==> src/rtl/bix_pkg.sv <==
`default_nettype none
package bix_pkg;
  localparam int INSN_W = 14;
  localparam int DATA_W = 8;
  localparam int FADDR_W = 7;
  localparam int PC_W = 13;
  localparam int LIT_W = 11;
  localparam logic [5:0] OP_INCREMENT_FILE = 6'h0A;
  localparam logic [2:0] OP_JUMP_ABSOLUTE = 3'h5;
  localparam int OP6_HI = 13;
  localparam int OP6_LO = 8;
  localparam int OP3_LO = 11;
  localparam int DEST_BIT = 7;
  localparam int LATCH_PAGE_HI = 4;
  localparam int LATCH_PAGE_LO = 3;
  localparam logic DEST_WORKING = 1'b0;
  localparam logic [DATA_W-1:0] DATA_ONE = 8'h01;
  localparam logic [DATA_W-1:0] DATA_ZERO = 8'h00;
  localparam logic [PC_W-1:0] PC_RESET = 13'h0000;
  localparam logic [INSN_W-1:0] INSN_NOP = 14'h0000;
  typedef enum logic [1:0] {
    BIX_EXEC,
    BIX_FLUSH
  } bix_state_type;
endpackage
`default_nettype wire

==> src/rtl/bix_decode.sv <==
`timescale 1ns/1ps
`default_nettype none
module bix_decode (
  input  wire logic [13:0] insn,
  output logic             is_increment,
  output logic             is_jump,
  output logic             dest_file,
  output logic [6:0]       file_addr,
  output logic [10:0]      literal
);
  // opcode recognition and field extraction
  always_comb begin
    is_increment = insn[bix_pkg::OP6_HI:bix_pkg::OP6_LO]
                   == bix_pkg::OP_INCREMENT_FILE;
    is_jump = insn[bix_pkg::OP6_HI:bix_pkg::OP3_LO]
              == bix_pkg::OP_JUMP_ABSOLUTE;
    dest_file = insn[bix_pkg::DEST_BIT];
    file_addr = insn[bix_pkg::FADDR_W-1:0];
    literal = insn[bix_pkg::LIT_W-1:0];
  end
endmodule
`default_nettype wire

==> src/rtl/bix_exec.sv <==
`timescale 1ns/1ps
`default_nettype none
module bix_exec (
  input  wire logic        CLOCK,
  input  wire logic        RESETN,
  input  wire logic        INSN_VALID,
  input  wire logic [13:0] INSN,
  input  wire logic [7:0]  FILE_RDATA,
  input  wire logic [7:0]  PC_HIGH_LATCH,
  output logic [6:0]       FILE_ADDR,
  output logic             FILE_WE,
  output logic [7:0]       FILE_WDATA,
  output logic             W_WE,
  output logic [7:0]       W_WDATA,
  output logic             ZERO_WE,
  output logic             ZERO_FLAG,
  output logic             PC_LOAD,
  output logic [12:0]      PC_VALUE,
  output logic             FLUSH,
  output logic             BUSY
);
  logic        is_increment;
  logic        is_jump;
  logic        dest_file;
  logic [6:0]  file_addr;
  logic [10:0] literal;
  logic [7:0]  sum;
  logic        accept;
  bix_pkg::bix_state_type state_q;
  bix_pkg::bix_state_type state_d;

  bix_decode u_decode (
    .insn         (INSN),
    .is_increment (is_increment),
    .is_jump      (is_jump),
    .dest_file    (dest_file),
    .file_addr    (file_addr),
    .literal      (literal)
  );

  // file address is combinational toward the register file read port
  assign FILE_ADDR = file_addr;
  assign sum = FILE_RDATA + bix_pkg::DATA_ONE;
  assign accept = INSN_VALID && (state_q == bix_pkg::BIX_EXEC);

  // sequencing: jump inserts one no-operation cycle
  always_comb begin
    state_d = state_q;
    case (state_q)
      bix_pkg::BIX_EXEC: begin
        if (accept && is_jump) begin
          state_d = bix_pkg::BIX_FLUSH;
        end
      end
      bix_pkg::BIX_FLUSH: begin
        state_d = bix_pkg::BIX_EXEC;
      end
      default: begin
        state_d = bix_pkg::BIX_EXEC;
      end
    endcase
  end

  always_ff @(posedge CLOCK or negedge RESETN) begin
    if (!RESETN) begin
      state_q <= bix_pkg::BIX_EXEC;
    end else begin
      state_q <= state_d;
    end
  end

  // increment result routing, single cycle
  always_ff @(posedge CLOCK or negedge RESETN) begin
    if (!RESETN) begin
      FILE_WE    <= 1'b0;
      FILE_WDATA <= bix_pkg::DATA_ZERO;
      W_WE       <= 1'b0;
      W_WDATA    <= bix_pkg::DATA_ZERO;
      ZERO_WE    <= 1'b0;
      ZERO_FLAG  <= 1'b0;
    end else begin
      FILE_WE <= accept && is_increment && dest_file;
      W_WE    <= accept && is_increment
                 && (dest_file == bix_pkg::DEST_WORKING);
      ZERO_WE <= accept && is_increment;
      if (accept && is_increment) begin
        FILE_WDATA <= sum;
        W_WDATA    <= sum;
        ZERO_FLAG  <= (sum == bix_pkg::DATA_ZERO);
      end
    end
  end

  // jump: pc load with page bits, flags untouched
  always_ff @(posedge CLOCK or negedge RESETN) begin
    if (!RESETN) begin
      PC_LOAD  <= 1'b0;
      PC_VALUE <= bix_pkg::PC_RESET;
      FLUSH    <= 1'b0;
      BUSY     <= 1'b0;
    end else begin
      PC_LOAD <= accept && is_jump;
      FLUSH   <= accept && is_jump;
      BUSY    <= (state_d == bix_pkg::BIX_FLUSH);
      if (accept && is_jump) begin
        PC_VALUE <= {PC_HIGH_LATCH[bix_pkg::LATCH_PAGE_HI:
                                   bix_pkg::LATCH_PAGE_LO],
                     literal};
      end
    end
  end
endmodule
`default_nettype wire

==> config.mk <==
export PLATFORM = sky130hd
export DESIGN_NAME = bix_exec
export DESIGN_NICKNAME = d
export VERILOG_FILES = /design/src/rtl/bix_pkg.sv /design/src/rtl/bix_decode.sv /design/src/rtl/bix_exec.sv
export SDC_FILE = /design/constraint.sdc
export NUM_CORES = 1
export LEC_CHECK = 0
export BUFFER_PORTS_ARGS = -buffer_cell sky130_fd_sc_hd__buf_2
export CORE_MARGIN = 3
export CORE_UTILIZATION = 30
export CTS_CLUSTER_SIZE = 8
export DETAILED_ROUTE_END_ITERATION = 6
export PLACE_DENSITY_LB_ADDON = 0.05
export SLEW_MARGIN = 10
export SYNTH_ARGS = -nofsm -noshare
export SYNTH_HDL_FRONTEND = slang
export SYNTH_SLANG_ARGS = --single-unit
export TNS_END_PERCENT = 30
==> constraint.sdc <==
create_clock -name CLOCK -period 2.8 [get_ports CLOCK]
set_input_delay 0.28 -clock CLOCK [delete_from_list [all_inputs] [get_ports CLOCK]]
set_output_delay 0.28 -clock CLOCK [all_outputs]
set_load 0.1 [all_outputs]
==> report_table.html, run 1 <==
<table>
<tr><th>Metric</th><th>Value</th></tr>
<tr><th colspan="2">Detailed routing</th></tr>
<tr><td>Total vias in the final route</td><td>986</td></tr>
<tr><td>Iteration count of the initial detailed-routing pass</td><td>4</td></tr>
<tr><td>Drt total wl</td><td>2730 um</td></tr>
<tr><td>Number of remaining DRC errors</td><td>0</td></tr>
<tr><td>Vias/cell</td><td>4.44</td></tr>
<tr><td>Post-DRT Antenna Nets</td><td>0</td></tr>
<tr><td>Average detailed-routed wire length per instance</td><td>12.3 um</td></tr>
<tr><td>Detailed router's first-iteration violation count</td><td>32</td></tr>
<tr><th colspan="2">Flow run</th></tr>
<tr><td>Maximum capacitance violations</td><td>0</td></tr>
<tr><th colspan="2">Placed design</th></tr>
<tr><td># placed instances</td><td>215</td></tr>
<tr><td>Estimated wirelength of the detail-placed design</td><td>2160 um</td></tr>
<tr><td>Buffers on Ports</td><td>69</td></tr>
<tr><td>GPL Wtd Cong</td><td>0.747</td></tr>
<tr><th colspan="2">Timing</th></tr>
<tr><td>Period Utilization, post-route</td><td>0.633</td></tr>
<tr><td>Total of endpoints with negative setup slack in the final report</td><td>0</td></tr>
<tr><td>Total negative slack</td><td>0 ns</td></tr>
<tr><td>Time the final worst path needs with I/O delays and setup</td><td>1.77 ns</td></tr>
<tr><td>Final worst clock skew</td><td>0.00201 ns</td></tr>
<tr><td>Worst-margin pin slew</td><td>0.661 ns</td></tr>
<tr><td>Final max-slew violation count</td><td>0</td></tr>
<tr><td>Count of endpoints failing hold in the final timing report</td><td>0</td></tr>
<tr><td>RSZ-0062 raised after global routing</td><td>no</td></tr>
<tr><td>Headroom to the max-slew limit</td><td>0.558</td></tr>
<tr><td>Peak Freq</td><td>564 MHz</td></tr>
<tr><th colspan="2">Synth</th></tr>
<tr><td>Portion of synthesized cell area occupied by the leading cell type</td><td>0.535</td></tr>
<tr><td>Most numerous cell in the Yosys netlist</td><td>sky130_fd_sc_hd__dfrtp_1</td></tr>
<tr><td>Number of enable flip-flop cells after synthesis</td><td>0</td></tr>
<tr><td>Flop and latch count out of synthesis</td><td>29</td></tr>
<tr><td>Synthesis warning total</td><td>0</td></tr>
<tr><td>Post-synth design cell area</td><td>0.00136 mm^2</td></tr>
<tr><td>Most common library cells after synthesis</td><td>29 x sky130_fd_sc_hd__dfrtp_1, 16 x sky130_fd_sc_hd__buf_4, 14 x sky130_fd_sc_hd__mux2_2</td></tr>
<tr><td>Post-Synthesis Mean Instance Area</td><td>11.9 um^2</td></tr>
<tr><td>Commonest register cell after synthesis</td><td>sky130_fd_sc_hd__dfrtp_1</td></tr>
<tr><td>Number of distinct standard cells referenced by the synthesized netlist</td><td>30</td></tr>
<tr><td>Post-synth ARST share</td><td>1.00</td></tr>
<tr><td>Proportion of synthesized chip area in sequential cells</td><td>0.535</td></tr>
<tr><td>Post-synthesis cell count</td><td>114</td></tr>
<tr><td>Top cells by area, synth</td><td>sky130_fd_sc_hd__dfrtp_1 54%, sky130_fd_sc_hd__mux2_2 12%, sky130_fd_sc_hd__buf_4 8.9%</td></tr>
<tr><td>Cell taking the most area after synthesis</td><td>sky130_fd_sc_hd__dfrtp_1</td></tr>
<tr><td>Post-synthesis net count</td><td>149</td></tr>
<tr><th colspan="2">Floorplanning</th></tr>
<tr><td>Initial standard-cell utilization of the core</td><td>0.325</td></tr>
<tr><td>Core Footprint</td><td>0.00417 mm^2</td></tr>
<tr><td>Placement row count</td><td>23</td></tr>
<tr><td>IO Count</td><td>76</td></tr>
<tr><td>Die width</td><td>73.2 um</td></tr>
<tr><td>Total Die Area</td><td>0.00536 mm^2</td></tr>
<tr><td>Height of the die</td><td>73.2 um</td></tr>
<tr><th colspan="2">Worst setup path</th></tr>
<tr><td>Setup slack, reg-to-reg</td><td>1.03 ns</td></tr>
<tr><td>Arrival time at the worst endpoint</td><td>1.93 ns</td></tr>
<tr><td>Critical Path Source</td><td>state_q[0]$_DFF_PN0_</td></tr>
<tr><td>Endpoint of the worst register-to-register path</td><td>W_WDATA[1]$_DFFE_PN0P_</td></tr>
<tr><td>Startpoint type of the worst setup path</td><td>flop</td></tr>
<tr><td>Critical Path Sink Type</td><td>flop</td></tr>
<tr><td>Worst reg-to-reg path cell count</td><td>3</td></tr>
<tr><td>Beginning of the worst register-to-register path</td><td>state_q[0]$_DFF_PN0_</td></tr>
<tr><td>Critical path peak fanout</td><td>18</td></tr>
<tr><td>Worst endpoint required time</td><td>2.96 ns</td></tr>
<tr><td>Worst Setup Path Type</td><td>flop to flop</td></tr>
<tr><th colspan="2">Power and ir drop</th></tr>
<tr><td>Switching power share of the total</td><td>0.516</td></tr>
<tr><td>Fraction of power consumed by sequential logic</td><td>0.313</td></tr>
<tr><td>Internal power component</td><td>789 uW</td></tr>
<tr><td>Overall power of the completed layout</td><td>1.63 mW</td></tr>
<tr><td>Clock power frac</td><td>0.203</td></tr>
<tr><td>Power per cell area</td><td>951 mW/mm^2</td></tr>
<tr><td>Largest vdd supply drop</td><td>0.000330 V</td></tr>
<tr><td>Fraction of power consumed by combinational cells</td><td>0.483</td></tr>
<tr><td>Static Leak</td><td>0.926 nW</td></tr>
<tr><td>Switching power summed over all nets</td><td>842 uW</td></tr>
<tr><th colspan="2">Finish</th></tr>
<tr><td>Antenna diode count</td><td>0</td></tr>
<tr><td>Fillcell total</td><td>426</td></tr>
<tr><td>Final standard cell count with taps included and fillers excluded</td><td>222</td></tr>
<tr><td>Fraction of layout cells with a size suffix above 1</td><td>0.535</td></tr>
<tr><td>P&amp;R area growth vs syn</td><td>26.5%</td></tr>
<tr><td>Nets@finish</td><td>207</td></tr>
<tr><th colspan="2">Global routing</th></tr>
<tr><td>First-pass GRT wire length</td><td>4330 um</td></tr>
<tr><td>Gr ovfl total</td><td>0</td></tr>
<tr><td>Number of antenna violations at the first check in global routing</td><td>0</td></tr>
<tr><td>Number of global-route vias before repair</td><td>952</td></tr>
<tr><td>Overall track demand over capacity in global routing</td><td>0.109</td></tr>
<tr><td>Largest net degree at the start of global routing</td><td>30</td></tr>
<tr><th colspan="2">Clock tree</th></tr>
<tr><td>Clock latency on the worst-skew pair</td><td>0.27 ns</td></tr>
<tr><td>Count of cells resized by post-cts repair</td><td>0</td></tr>
<tr><td>Buffer cell driving the clock tree root</td><td>sky130_fd_sc_hd__clkbuf_8</td></tr>
<tr><td>Maximum number of buffers from clock root to sink</td><td>2</td></tr>
<tr><td>Number of hold-repair buffers added at the cts stage</td><td>0</td></tr>
<tr><td>Clock buffers created by TritonCTS</td><td>5</td></tr>
<tr><td>CTS H-tree lvls</td><td>2</td></tr>
<tr><td>TritonCTS clock tree</td><td>done</td></tr>
<tr><td>Post-CTS setup repair buffer count</td><td>0</td></tr>
<tr><td>Sink count of the clock tree</td><td>29</td></tr>
<tr><td>Clock transition at path regs</td><td>0.06 ns</td></tr>
<tr><th colspan="2">Min path</th></tr>
<tr><td>Hold WC Path Type</td><td>input pin to async pin</td></tr>
<tr><th colspan="2">Status</th></tr>
<tr><td>Run status</td><td>complete, no violations</td></tr>
</table>
flip-flops by register name, summed over array words and instances (netlist names):
signal	count
BUSY	1
FILE_WE	1
PC_LOAD	1
PC_VALUE	13
W_WDATA	8
W_WE	1
ZERO_FLAG	1
ZERO_WE	1
state_q	2
layer usage:
metal  up-vias  wire length [um]  global-route usage
li1        486                 -                   -
met1       452              1040               0.121
met2        42              1380               0.178
met3         6               262              0.0523
met4         0                46              0.0492
met5         -                 0                   0
cell families after synthesis:
group / count (synthesis) / share of synthesized area
other: 1 / 0.00276
xor gates and xnor gates: 8 / 0.0517
adders and majority gates: 2 / 0.0184
and+or+nand+nor: 27 / 0.116
AOI/OAI and AO/OA: 10 / 0.0415
buffers and inverters: 22 / 0.111
muxes: 15 / 0.124
DFF: 29 / 0.535
how the worst max path moves through the flow:
stage	end	depth (start not counted)
global placement	W_WDATA[1]$_DFFE_PN0P_	4
CTS	W_WDATA[1]$_DFFE_PN0P_	3
detailed placement	W_WDATA[1]$_DFFE_PN0P_	4
floorplan	W_WDATA[2]	1
global route	W_WDATA[1]$_DFFE_PN0P_	3
finish	W_WDATA[1]$_DFFE_PN0P_	3
per-stage QoR:
stage          cell area, um^2  utilization  hold WS (ns)  setup WS [ns]
3_3_place_gp              1630        0.390         0.341          0.808
3_5_place_dp              1630        0.390         0.347          0.790
2_1_floorplan             1360            -       -0.0156           1.18
5_1_grt                   1720        0.411        0.0799          0.876
4_1_cts                   1720        0.411        0.0472           1.00
6_report                  1720        0.411        0.0269           1.03
placed cells by master, fill, tap and decap left out:
master	instances
sky130_fd_sc_hd__buf_2	69
sky130_fd_sc_hd__dfrtp_1	29
sky130_fd_sc_hd__mux2_2	14
sky130_fd_sc_hd__nor2_1	8
sky130_fd_sc_hd__a21oi_1	6
sky130_fd_sc_hd__clkbuf_8	6
sky130_fd_sc_hd__xor2_1	5
sky130_fd_sc_hd__nand2_1	4
sky130_fd_sc_hd__inv_1	3
sky130_fd_sc_hd__nand3_1	3
sky130_fd_sc_hd__xnor2_1	3
sky130_fd_sc_hd__nor3_1	2
sky130_fd_sc_hd__o21ai_0	2
sky130_fd_sc_hd__ha_1	2
sky130_fd_sc_hd__nand4bb_1	1
sky130_fd_sc_hd__inv_2	1
sky130_fd_sc_hd__or4b_4	1
sky130_fd_sc_hd__nor3_4	1
sky130_fd_sc_hd__and2_1	1
sky130_fd_sc_hd__nor4_1	1
sky130_fd_sc_hd__and4_1	1
sky130_fd_sc_hd__nand4_1	1
sky130_fd_sc_hd__a22oi_1	1
sky130_fd_sc_hd__or3_1	1
sky130_fd_sc_hd__and3_1	1
sky130_fd_sc_hd__nor2b_1	1
sky130_fd_sc_hd__a31o_1	1
sky130_fd_sc_hd__mux2i_1	1
sky130_fd_sc_hd__clkbuf_1	1
sky130_fd_sc_hd__conb_1	1
cell type report:
type	instances	area, um^2	area share
sequential	29	726	0.423
multi-input combinational	63	480	0.280
timing repair buffer	69	345	0.201
clock buffer	7	86.3	0.0503
tap	50	62.6	0.0365
inverter	4	15.0	0.00875
critical path, stage by stage, from the launching register on:
cell                        delay [ns]
sky130_fd_sc_hd__dfrtp_1          0.35
sky130_fd_sc_hd__nand4bb_1        0.28
sky130_fd_sc_hd__nor3_4           0.62
sky130_fd_sc_hd__mux2_2           0.40
power groups by stage:
stage	Clock, mW	Combinational [mW]	Sequential, mW
global route	0.369	0.811	0.520
finish	0.332	0.788	0.511
CTS	0.350	0.794	0.513
floorplan	0	0.247	0.959
detailed placement	0	0.793	0.520
global placement	0	0.791	0.515
Power figures use the tool's default switching activity.
==> run 2: changes to the inputs <==
Clock period 2.8 ns to 1.7 ns, I/O delays scaled along.
==> run 2 against run 1 <==
Net effect:
- count of clock-buffer cells in the layout unchanged
- total power up 69%
- fmax up 14%
- critical path depth up 2
- die area unchanged
- register-to-register slack worse by 0.88 ns
- clock skew down 0.00082 ns
- sequential power up 64%
- first-iteration DRC count up 6.3%
- clock power up 83%
- global-route usage up 0.24 points
==> report_table.html, run 2 (same netlist as run 1, synthesis figures left out) <==
<table>
<tr><th>Metric</th><th>Value</th></tr>
<tr><th colspan="2">Status</th></tr>
<tr><td>Run status</td><td>complete, no violations</td></tr>
<tr><th colspan="2">Floorplanning</th></tr>
<tr><td>Core Footprint</td><td>0.00417 mm^2 (unchanged)</td></tr>
<tr><td>Total Die Area</td><td>0.00536 mm^2 (unchanged)</td></tr>
<tr><td>Die width</td><td>73.2 um (unchanged)</td></tr>
<tr><td>Initial standard-cell utilization of the core</td><td>0.325 (unchanged)</td></tr>
<tr><td>Height of the die</td><td>73.2 um (unchanged)</td></tr>
<tr><td>Placement row count</td><td>23 (unchanged)</td></tr>
<tr><td>IO Count</td><td>76 (unchanged)</td></tr>
<tr><th colspan="2">Timing</th></tr>
<tr><td>Final worst clock skew</td><td>0.00119 ns (-0.000817 ns)</td></tr>
<tr><td>Time the final worst path needs with I/O delays and setup</td><td>1.55 ns (-0.218 ns)</td></tr>
<tr><td>Peak Freq</td><td>643 MHz (+14%)</td></tr>
<tr><td>Period Utilization, post-route</td><td>0.914 (+0.281)</td></tr>
<tr><td>Final max-slew violation count</td><td>0 (unchanged)</td></tr>
<tr><td>Total negative slack</td><td>0 ns (unchanged)</td></tr>
<tr><td>Worst hold margin</td><td>0.0884 ns (+0.0615 ns)</td></tr>
<tr><td>Worst-margin pin slew</td><td>0.646 ns (-0.0151 ns)</td></tr>
<tr><td>RSZ-0062 raised after global routing</td><td>no</td></tr>
<tr><td>Headroom to the max-slew limit</td><td>0.569 (+0.0115)</td></tr>
<tr><td>Total of endpoints with negative setup slack in the final report</td><td>0 (unchanged)</td></tr>
<tr><td>Count of endpoints failing hold in the final timing report</td><td>0 (unchanged)</td></tr>
<tr><th colspan="2">Placed design</th></tr>
<tr><td>Buffers on Ports</td><td>69 (unchanged)</td></tr>
<tr><td>Estimated wirelength of the detail-placed design</td><td>2190 um (+1.1%)</td></tr>
<tr><td>GPL Wtd Cong</td><td>0.745 (-0.33%)</td></tr>
<tr><th colspan="2">Worst setup path</th></tr>
<tr><td>Startpoint type of the worst setup path</td><td>flop</td></tr>
<tr><td>Critical Path Sink Type</td><td>flop</td></tr>
<tr><td>Worst endpoint required time</td><td>1.86 ns (-1.10 ns)</td></tr>
<tr><td>Critical path peak fanout</td><td>10 (-8)</td></tr>
<tr><td>Worst Setup Path Type</td><td>flop to flop</td></tr>
<tr><td>Arrival time at the worst endpoint</td><td>1.71 ns (-0.22 ns)</td></tr>
<tr><th colspan="2">Finish</th></tr>
<tr><td>Registers with the most flip-flops</td><td>PC_VALUE x13, W_WDATA x8, state_q x2</td></tr>
<tr><td>Final core utilization</td><td>0.424 (+0.0132)</td></tr>
<tr><td>Fraction of layout cells with a size suffix above 1</td><td>0.551 (+0.0157)</td></tr>
<tr><td>Max reg flops</td><td>13 (unchanged)</td></tr>
<tr><td>Highest-count cells in the layout ignoring fill and taps</td><td>69 x sky130_fd_sc_hd__buf_2, 29 x sky130_fd_sc_hd__dfrtp_1, 14 x sky130_fd_sc_hd__mux2_2</td></tr>
<tr><td>Antenna diode count</td><td>0 (unchanged)</td></tr>
<tr><td>P&amp;R area growth vs syn</td><td>30.5%</td></tr>
<tr><td>Commonest non-fill, non-tap cell in the layout</td><td>sky130_fd_sc_hd__buf_2</td></tr>
<tr><td>Top register by number of flip-flops</td><td>PC_VALUE</td></tr>
<tr><td>Fillcell total</td><td>413 (-3.1%)</td></tr>
<tr><td>Nets@finish</td><td>212 (+2.4%)</td></tr>
<tr><th colspan="2">Power and ir drop</th></tr>
<tr><td>Static Leak</td><td>0.961 nW (+3.7%)</td></tr>
<tr><td>Overall power of the completed layout</td><td>2.75 mW (+69%)</td></tr>
<tr><td>Switching power summed over all nets</td><td>1.41 mW (+67%)</td></tr>
<tr><td>Largest vdd supply drop</td><td>0.000416 V (+26%)</td></tr>
<tr><td>Fraction of power consumed by sequential logic</td><td>0.305 (-0.008)</td></tr>
<tr><td>Power per cell area</td><td>1550 mW/mm^2 (+64%)</td></tr>
<tr><td>Clock power frac</td><td>0.221 (+0.018)</td></tr>
<tr><td>Fraction of power consumed by combinational cells</td><td>0.473 (-0.010)</td></tr>
<tr><td>Internal power component</td><td>1.35 mW (+71%)</td></tr>
<tr><td>Switching power share of the total</td><td>0.511 (-0.00550)</td></tr>
<tr><th colspan="2">Global routing</th></tr>
<tr><td>Overall track demand over capacity in global routing</td><td>0.112 (+0.00243)</td></tr>
<tr><td>Number of antenna violations at the first check in global routing</td><td>0 (unchanged)</td></tr>
<tr><td>Gr ovfl total</td><td>0 (unchanged)</td></tr>
<tr><td>First-pass GRT wire length</td><td>4460 um (+2.9%)</td></tr>
<tr><td>Number of global-route vias before repair</td><td>978 (+2.7%)</td></tr>
<tr><td>Largest net degree at the start of global routing</td><td>30 (unchanged)</td></tr>
<tr><th colspan="2">Clock tree</th></tr>
<tr><td>Sink count of the clock tree</td><td>29 (unchanged)</td></tr>
<tr><td>Clock buffers created by TritonCTS</td><td>5 (unchanged)</td></tr>
<tr><td>Maximum number of buffers from clock root to sink</td><td>2 (unchanged)</td></tr>
<tr><td>Clock transition at path regs</td><td>0.06 ns (about the same)</td></tr>
<tr><td>CTS H-tree lvls</td><td>2 (unchanged)</td></tr>
<tr><td>TritonCTS clock tree</td><td>done</td></tr>
<tr><td>Buffer cell driving the clock tree root</td><td>sky130_fd_sc_hd__clkbuf_8</td></tr>
<tr><td>Clock latency on the worst-skew pair</td><td>0.27 ns (about the same)</td></tr>
<tr><th colspan="2">Detailed routing</th></tr>
<tr><td>Vias/cell</td><td>4.33 (-2.4%)</td></tr>
<tr><td>Iteration count of the initial detailed-routing pass</td><td>4 (unchanged)</td></tr>
<tr><td>Detailed router's first-iteration violation count</td><td>34 (+6.3%)</td></tr>
<tr><td>Drt total wl</td><td>2770 um (+1.5%)</td></tr>
<tr><td>Total vias in the final route</td><td>988 (+0.20%)</td></tr>
<tr><td>Average detailed-routed wire length per instance</td><td>12.1 um (-1.1%)</td></tr>
<tr><td>Post-DRT Antenna Nets</td><td>0 (unchanged)</td></tr>
<tr><td>Number of remaining DRC errors</td><td>0 (unchanged)</td></tr>
<tr><th colspan="2">Min path</th></tr>
<tr><td>Hold WC Path Type</td><td>input pin to flop</td></tr>
<tr><th colspan="2">Flow run</th></tr>
<tr><td>Maximum capacitance violations</td><td>0 (unchanged)</td></tr>
</table>
run 2: changes by cell type in the layout (fill, tap and decap cells not counted), sizes merged:
cell,before,now
buf,69,73
dlygate4sd3,0,1
clkinv,0,1
run 2: metrics by stage:
stage	instance area, um^2	instances	setup WS [ns]
global route	1770	228	0.0201
global placement	1660	219	0.0694
detailed placement	1660	219	0.0569
CTS	1770	228	0.120
finish	1770	228	0.146
floorplan	1360	114	0.190
run 2: per-layer routing:
metal / routed length, um / up-vias / track usage
met5: 0 / - / 0
met4: 64 / 0 / 0.0676
met3: 249 / 8 / 0.0289
met2: 1400 / 45 / 0.188
met1: 1050 / 441 / 0.126
li1: - / 494 / -
run 2: repair_timing:
| action | CTS | global route |
|---|---|---|
| gates resized for setup | 0 | 0 |
| hold endpoints to repair | 29 | 0 |
| setup endpoints to repair | 0 | 0 |
| hold buffers | 1 | 0 |
| setup buffers | 0 | 0 |
run 2: power groups by stage:
stage	sequential [mW]	combinational [mW]	clock (mW)
2_1_floorplan	1.58	0.406	0
3_3_place_gp	0.849	1.30	0
6_report	0.840	1.30	0.609
4_1_cts	0.842	1.31	0.642
3_5_place_dp	0.855	1.31	0
5_1_grt	0.855	1.34	0.665
run 2: final cells by class:
cell class / instances / area (um^2) / share of cell area
Clock inverter: 1 / 5.00 / 0.00283
Tap cell: 50 / 62.6 / 0.0353
Timing Repair Buffer: 74 / 385 / 0.218
Multi-Input combinational cell: 63 / 480 / 0.271
Clock buffer: 7 / 96.3 / 0.0544
Sequential cell: 29 / 726 / 0.410
Inverter: 4 / 15.0 / 0.00848
run 2: final timing paths:
check	slack, ns	to	depth (start not counted)	start
setup / recovery	0.15	PC_VALUE[0]$_DFFE_PN0P_	5	state_q[0]$_DFF_PN0_
hold / removal	0.09	W_WE$_DFF_PN0_	2	INSN[7]
setup reg to reg	0.15	PC_VALUE[0]$_DFFE_PN0P_	5	state_q[0]$_DFF_PN0_
hold reg to reg	0.50	PC_VALUE[6]$_DFFE_PN0P_	1	PC_VALUE[6]$_DFFE_PN0P_
max in group asynchronous	0.82	ZERO_WE$_DFF_PN0_	2	RESETN
min in group asynchronous	0.46	PC_VALUE[8]$_DFFE_PN0P_	2	RESETN
run 2: worst max-delay path: stages, from the launching register on:
cell and delay, ns:
sky130_fd_sc_hd__dfrtp_1 0.35, sky130_fd_sc_hd__nand4bb_1 0.28, sky130_fd_sc_hd__nor2_1 0.15, sky130_fd_sc_hd__nand2_1 0.10, sky130_fd_sc_hd__inv_2 0.18, sky130_fd_sc_hd__mux2_2 0.36
==> run 3: changes to the inputs <==
Settings changed: ABC_AREA set to 1, CORE_ASPECT_RATIO set to 0.5.
==> run 3 against run 2 <==
Net effect:
- non-clock buffer count shrank 2
- first-iteration DRC count shrank 35%
- worst hold slack lost 0.027 ns
- die area increased by 5.8%
==> report_table.html, run 3 <==
<table>
<tr><th>Metric</th><th>Value</th></tr>
<tr><th colspan="2">Power and ir drop</th></tr>
<tr><td>Overall power of the completed layout</td><td>2.41 mW (-12%)</td></tr>
<tr><td>Largest vdd supply drop</td><td>0.000353 V (-15%)</td></tr>
<tr><td>Power per cell area</td><td>1320 mW/mm^2 (-15%)</td></tr>
<tr><td>Static Leak</td><td>1.13 nW (+18%)</td></tr>
<tr><th colspan="2">Clock tree</th></tr>
<tr><td>Buffer cell driving the clock tree root</td><td>sky130_fd_sc_hd__clkbuf_8</td></tr>
<tr><td>Clock transition at path regs</td><td>0.06 ns (about the same)</td></tr>
<tr><td>TritonCTS clock tree</td><td>done</td></tr>
<tr><td>Post-CTS setup repair buffer count</td><td>0 (unchanged)</td></tr>
<tr><td>Maximum number of buffers from clock root to sink</td><td>2 (unchanged)</td></tr>
<tr><td>Clock latency on the worst-skew pair</td><td>0.27 ns (about the same)</td></tr>
<tr><td>CTS H-tree lvls</td><td>2 (unchanged)</td></tr>
<tr><td>Clock buffers created by TritonCTS</td><td>5 (unchanged)</td></tr>
<tr><td>Sink count of the clock tree</td><td>29 (unchanged)</td></tr>
<tr><td>Count of cells resized by post-cts repair</td><td>0 (unchanged)</td></tr>
<tr><th colspan="2">Finish</th></tr>
<tr><td>Commonest non-fill, non-tap cell in the layout</td><td>sky130_fd_sc_hd__nand2_1</td></tr>
<tr><td>Highest-count cells in the layout ignoring fill and taps</td><td>70 x sky130_fd_sc_hd__nand2_1, 69 x sky130_fd_sc_hd__buf_2, 29 x sky130_fd_sc_hd__dfrtp_1</td></tr>
<tr><td>P&amp;R area growth vs syn</td><td>27.7%</td></tr>
<tr><td>Registers with the most flip-flops</td><td>PC_VALUE x13, W_WDATA x8, state_q x2</td></tr>
<tr><td>Top register by number of flip-flops</td><td>PC_VALUE</td></tr>
<tr><td>Max reg flops</td><td>13 (unchanged)</td></tr>
<tr><td>Fraction of layout cells with a size suffix above 1</td><td>0.385 (-0.166)</td></tr>
<tr><td>Antenna diode count</td><td>0 (unchanged)</td></tr>
<tr><td>Fillcell total</td><td>496 (+20%)</td></tr>
<tr><td>Nets@finish</td><td>268 (+26%)</td></tr>
<tr><th colspan="2">Synth</th></tr>
<tr><td>Number of enable flip-flop cells after synthesis</td><td>0 (unchanged)</td></tr>
<tr><td>Commonest register cell after synthesis</td><td>sky130_fd_sc_hd__dfrtp_1</td></tr>
<tr><td>Synthesis warning total</td><td>0 (unchanged)</td></tr>
<tr><td>Number of distinct standard cells referenced by the synthesized netlist</td><td>21 (-30%)</td></tr>
<tr><td>Post-synth ARST share</td><td>1.00 (unchanged)</td></tr>
<tr><td>Synthesized-area fraction occupied by ao, oa, aoi and oai cells</td><td>0.0394 (-0.00207)</td></tr>
<tr><td>Portion of synthesized cell area occupied by the leading cell type</td><td>0.508 (-0.0267)</td></tr>
<tr><td>Post-synthesis mux area share</td><td>0 (-0.124)</td></tr>
<tr><td>Post-synthesis share of cell area spent on xor and xnor gates</td><td>0 (-0.0517)</td></tr>
<tr><td>Post-synth design cell area</td><td>0.00143 mm^2 (+5.3%)</td></tr>
<tr><td>Cell taking the most area after synthesis</td><td>sky130_fd_sc_hd__dfrtp_1</td></tr>
<tr><td>Top cells by area, synth</td><td>sky130_fd_sc_hd__dfrtp_1 51%, sky130_fd_sc_hd__nand2_1 18%, sky130_fd_sc_hd__buf_4 8.4%</td></tr>
<tr><td>Post-synthesis cell count</td><td>173 (+52%)</td></tr>
<tr><td>Post-synthesis net count</td><td>208 (+40%)</td></tr>
<tr><td>Post-Synthesis Mean Instance Area</td><td>8.25 um^2 (-31%)</td></tr>
<tr><td>Main combinational cell family by area after synthesis</td><td>simple AND/OR/NAND/NOR gates</td></tr>
<tr><td>Post-synthesis share of cell area spent on and, or, nand and nor gates</td><td>0.284 (+0.168)</td></tr>
<tr><td>Proportion of synthesized chip area in sequential cells</td><td>0.508 (-0.0267)</td></tr>
<tr><td>Most common library cells after synthesis</td><td>70 x sky130_fd_sc_hd__nand2_1, 29 x sky130_fd_sc_hd__dfrtp_1, 17 x sky130_fd_sc_hd__inv_1</td></tr>
<tr><td>Most numerous cell in the Yosys netlist</td><td>sky130_fd_sc_hd__nand2_1</td></tr>
<tr><td>Flop and latch count out of synthesis</td><td>29 (unchanged)</td></tr>
<tr><td>Synthesized-area fraction occupied by adder cells</td><td>0.0175 (-0.000922)</td></tr>
<tr><th colspan="2">Worst setup path</th></tr>
<tr><td>Beginning of the worst register-to-register path</td><td>state_q[1]$_DFF_PN0_</td></tr>
<tr><td>Arrival time at the worst endpoint</td><td>1.59 ns (-0.12 ns)</td></tr>
<tr><td>Worst Setup Path Type</td><td>flop to flop</td></tr>
<tr><td>Cell-by-cell trace of the critical path</td><td>nor2_2 -&gt; nand2_2 -&gt; inv_1 -&gt; nand3_2 -&gt; inv_1 -&gt; nand2_1 -&gt; nand2_1</td></tr>
<tr><td>Critical Path Source</td><td>state_q[1]$_DFF_PN0_</td></tr>
<tr><td>Setup slack, reg-to-reg</td><td>0.32 ns (+0.17 ns)</td></tr>
<tr><td>Critical path peak fanout</td><td>11 (+1)</td></tr>
<tr><td>Critical Path Sink Type</td><td>flop</td></tr>
<tr><td>Startpoint type of the worst setup path</td><td>flop</td></tr>
<tr><td>Endpoint of the worst register-to-register path</td><td>PC_VALUE[11]$_DFFE_PN0P_</td></tr>
<tr><td>Worst endpoint required time</td><td>1.91 ns (+0.05 ns)</td></tr>
<tr><td>Critical Path End</td><td>PC_VALUE[11]$_DFFE_PN0P_</td></tr>
<tr><td>Worst reg-to-reg path cell count</td><td>7 (+2)</td></tr>
<tr><td>Highest-delay cell along the critical path</td><td>sky130_fd_sc_hd__dfrtp_1</td></tr>
<tr><td>Worst stage delay on the critical path</td><td>0.37 ns (about the same)</td></tr>
<tr><th colspan="2">Detailed routing</th></tr>
<tr><td>Total vias in the final route</td><td>1206 (+22%)</td></tr>
<tr><td>Vias/cell</td><td>4.02 (-7.2%)</td></tr>
<tr><td>Drt total wl</td><td>3060 um (+10%)</td></tr>
<tr><td>Number of remaining DRC errors</td><td>0 (unchanged)</td></tr>
<tr><td>Detailed router's first-iteration violation count</td><td>22 (-35%)</td></tr>
<tr><td>Average detailed-routed wire length per instance</td><td>10.2 um (-16%)</td></tr>
<tr><td>Iteration count of the initial detailed-routing pass</td><td>4 (unchanged)</td></tr>
<tr><td>Post-DRT Antenna Nets</td><td>0 (unchanged)</td></tr>
<tr><th colspan="2">Global routing</th></tr>
<tr><td>Gr ovfl total</td><td>0 (unchanged)</td></tr>
<tr><td>Largest net degree at the start of global routing</td><td>30 (unchanged)</td></tr>
<tr><td>First-pass GRT wire length</td><td>5060 um (+14%)</td></tr>
<tr><td>Overall track demand over capacity in global routing</td><td>0.116 (+0.00459)</td></tr>
<tr><td>Number of global-route vias before repair</td><td>1125 (+15%)</td></tr>
<tr><td>Number of antenna violations at the first check in global routing</td><td>0 (unchanged)</td></tr>
<tr><th colspan="2">Timing</th></tr>
<tr><td>Headroom to the max-slew limit</td><td>0.560 (-0.00913)</td></tr>
<tr><td>Period Utilization, post-route</td><td>0.813 (-0.101)</td></tr>
<tr><td>RSZ-0062 raised after global routing</td><td>no</td></tr>
<tr><td>Peak Freq</td><td>724 MHz (+12%)</td></tr>
<tr><td>Count of endpoints failing hold in the final timing report</td><td>0 (unchanged)</td></tr>
<tr><td>Worst-margin pin slew</td><td>0.659 ns (+0.0137 ns)</td></tr>
<tr><td>Total of endpoints with negative setup slack in the final report</td><td>0 (unchanged)</td></tr>
<tr><td>Time the final worst path needs with I/O delays and setup</td><td>1.38 ns (-0.172 ns)</td></tr>
<tr><td>Min setup slack post-route</td><td>0.318 ns (+0.172 ns)</td></tr>
<tr><td>Final max-slew violation count</td><td>0 (unchanged)</td></tr>
<tr><td>Worst hold margin</td><td>0.0617 ns (-0.0267 ns)</td></tr>
<tr><td>Final worst clock skew</td><td>0.00370 ns (+0.00251 ns)</td></tr>
<tr><td>Total negative slack</td><td>0 ns (unchanged)</td></tr>
<tr><th colspan="2">Floorplanning</th></tr>
<tr><td>IO Count</td><td>76 (unchanged)</td></tr>
<tr><td>Height of the die</td><td>54.8 um (-25%)</td></tr>
<tr><td>Initial standard-cell utilization of the core</td><td>0.318 (-0.00694)</td></tr>
<tr><td>Placement row count</td><td>17 (-26%)</td></tr>
<tr><td>Core Footprint</td><td>0.00449 mm^2 (+7.6%)</td></tr>
<tr><td>Die width</td><td>104 um (+41%)</td></tr>
<tr><td>Total Die Area</td><td>0.00567 mm^2 (+5.8%)</td></tr>
<tr><th colspan="2">Placed design</th></tr>
<tr><td>Estimated wirelength of the detail-placed design</td><td>2370 um (+8.4%)</td></tr>
<tr><td>GPL Wtd Cong</td><td>0.689 (-7.5%)</td></tr>
<tr><td>Pre-CTS setup slack</td><td>0.267 ns (+0.210 ns)</td></tr>
<tr><td>Buffers on Ports</td><td>69 (unchanged)</td></tr>
<tr><th colspan="2">Flow run</th></tr>
<tr><td>Maximum capacitance violations</td><td>0 (unchanged)</td></tr>
<tr><th colspan="2">Status</th></tr>
<tr><td>Run status</td><td>complete, no violations</td></tr>
<tr><th colspan="2">Min path</th></tr>
<tr><td>Hold WC Path Type</td><td>input pin to flop</td></tr>
</table>
## run 3: cell count changes after synthesis, moves of 2 or more
cell,previous run,this run
sky130_fd_sc_hd__nor2_2,0,3
sky130_fd_sc_hd__xnor2_1,3,0
sky130_fd_sc_hd__a21oi_1,6,0
sky130_fd_sc_hd__mux2_2,14,0
sky130_fd_sc_hd__xor2_1,5,0
sky130_fd_sc_hd__o21ai_2,0,3
sky130_fd_sc_hd__nand3_1,3,5
sky130_fd_sc_hd__nor3_1,2,0
sky130_fd_sc_hd__o21ai_0,2,6
sky130_fd_sc_hd__inv_1,3,17
sky130_fd_sc_hd__nand3b_1,0,2
sky130_fd_sc_hd__nand2_1,4,70
## run 3: what timing repair did
action                                  in CTS  in global routing
endpoints found under the setup margin       0                  0
hold endpoints to repair                    29                  0
hold buffers                                 1                  0
## run 3: final cells by class
class / instances / area, um^2 / area share
sequential: 29 / 726 / 0.398
clock buffer: 6 / 72.6 / 0.0398
multi-input combinational: 106 / 490 / 0.269
clock inverter: 2 / 10.0 / 0.00549
inverter: 19 / 71.3 / 0.0391
tap: 66 / 82.6 / 0.0453
timing repair buffer: 72 / 370 / 0.203
## run 3: metal layers
layer	vias up	wire, um	track usage
li1	624	-	-
met1	545	1380	0.143
met2	37	1450	0.193
met3	0	230	0.0471
met4	0	0	0.0397
met5	-	0	0
## run 3: metrics by stage
stage / area [um^2] / util / instances
floorplan: 1430 / - / 173
global placement: 1730 / 0.386 / 291
detailed placement: 1730 / 0.386 / 291
CTS: 1820 / 0.406 / 300
global route: 1820 / 0.406 / 300
finish: 1820 / 0.406 / 300
## run 3: logic make-up (layout without fill, tap and decap cells)
kind of cell / Yosys count / after routing
buffers and inverters: 38 / 99
adders and majority gates: 2 / 2
and+or+nand+nor: 94 / 94
DFF: 29 / 29
other: 1 / 1
AOI/OAI and AO/OA: 9 / 9
## run 3: worst min-delay path by stage
stage | from | endpoint | slack (ns) | depth (start not counted)
after floorplan | RESETN | BUSY$_DFF_PN0_ | -0.13 | 0
after global placement | RESETN | PC_VALUE[4]$_DFFE_PN0P_ | 0.24 | 1
after detailed placement | RESETN | PC_VALUE[4]$_DFFE_PN0P_ | 0.25 | 1
after CTS | INSN[7] | W_WE$_DFF_PN0_ | 0.05 | 2
after global routing | INSN[7] | W_WE$_DFF_PN0_ | 0.04 | 2
final | INSN[7] | W_WE$_DFF_PN0_ | 0.06 | 2
## run 3: power breakdown
| part | total, mW | leakage, nW | internal [mW] | switching [mW] |
|---|---|---|---|---|
| Clock | 0.532 | 0.0450 | 0.283 | 0.249 |
| Combinational | 1.06 | 0.705 | 0.142 | 0.923 |
| Sequential | 0.812 | 0.383 | 0.771 | 0.0405 |
## run 3: critical path: cells and delay by family (launching register included)
kind	cells	cell delay (ns)
and+or+nand+nor	5	0.55
buffers and inverters	2	0.40
DFF	1	0.37
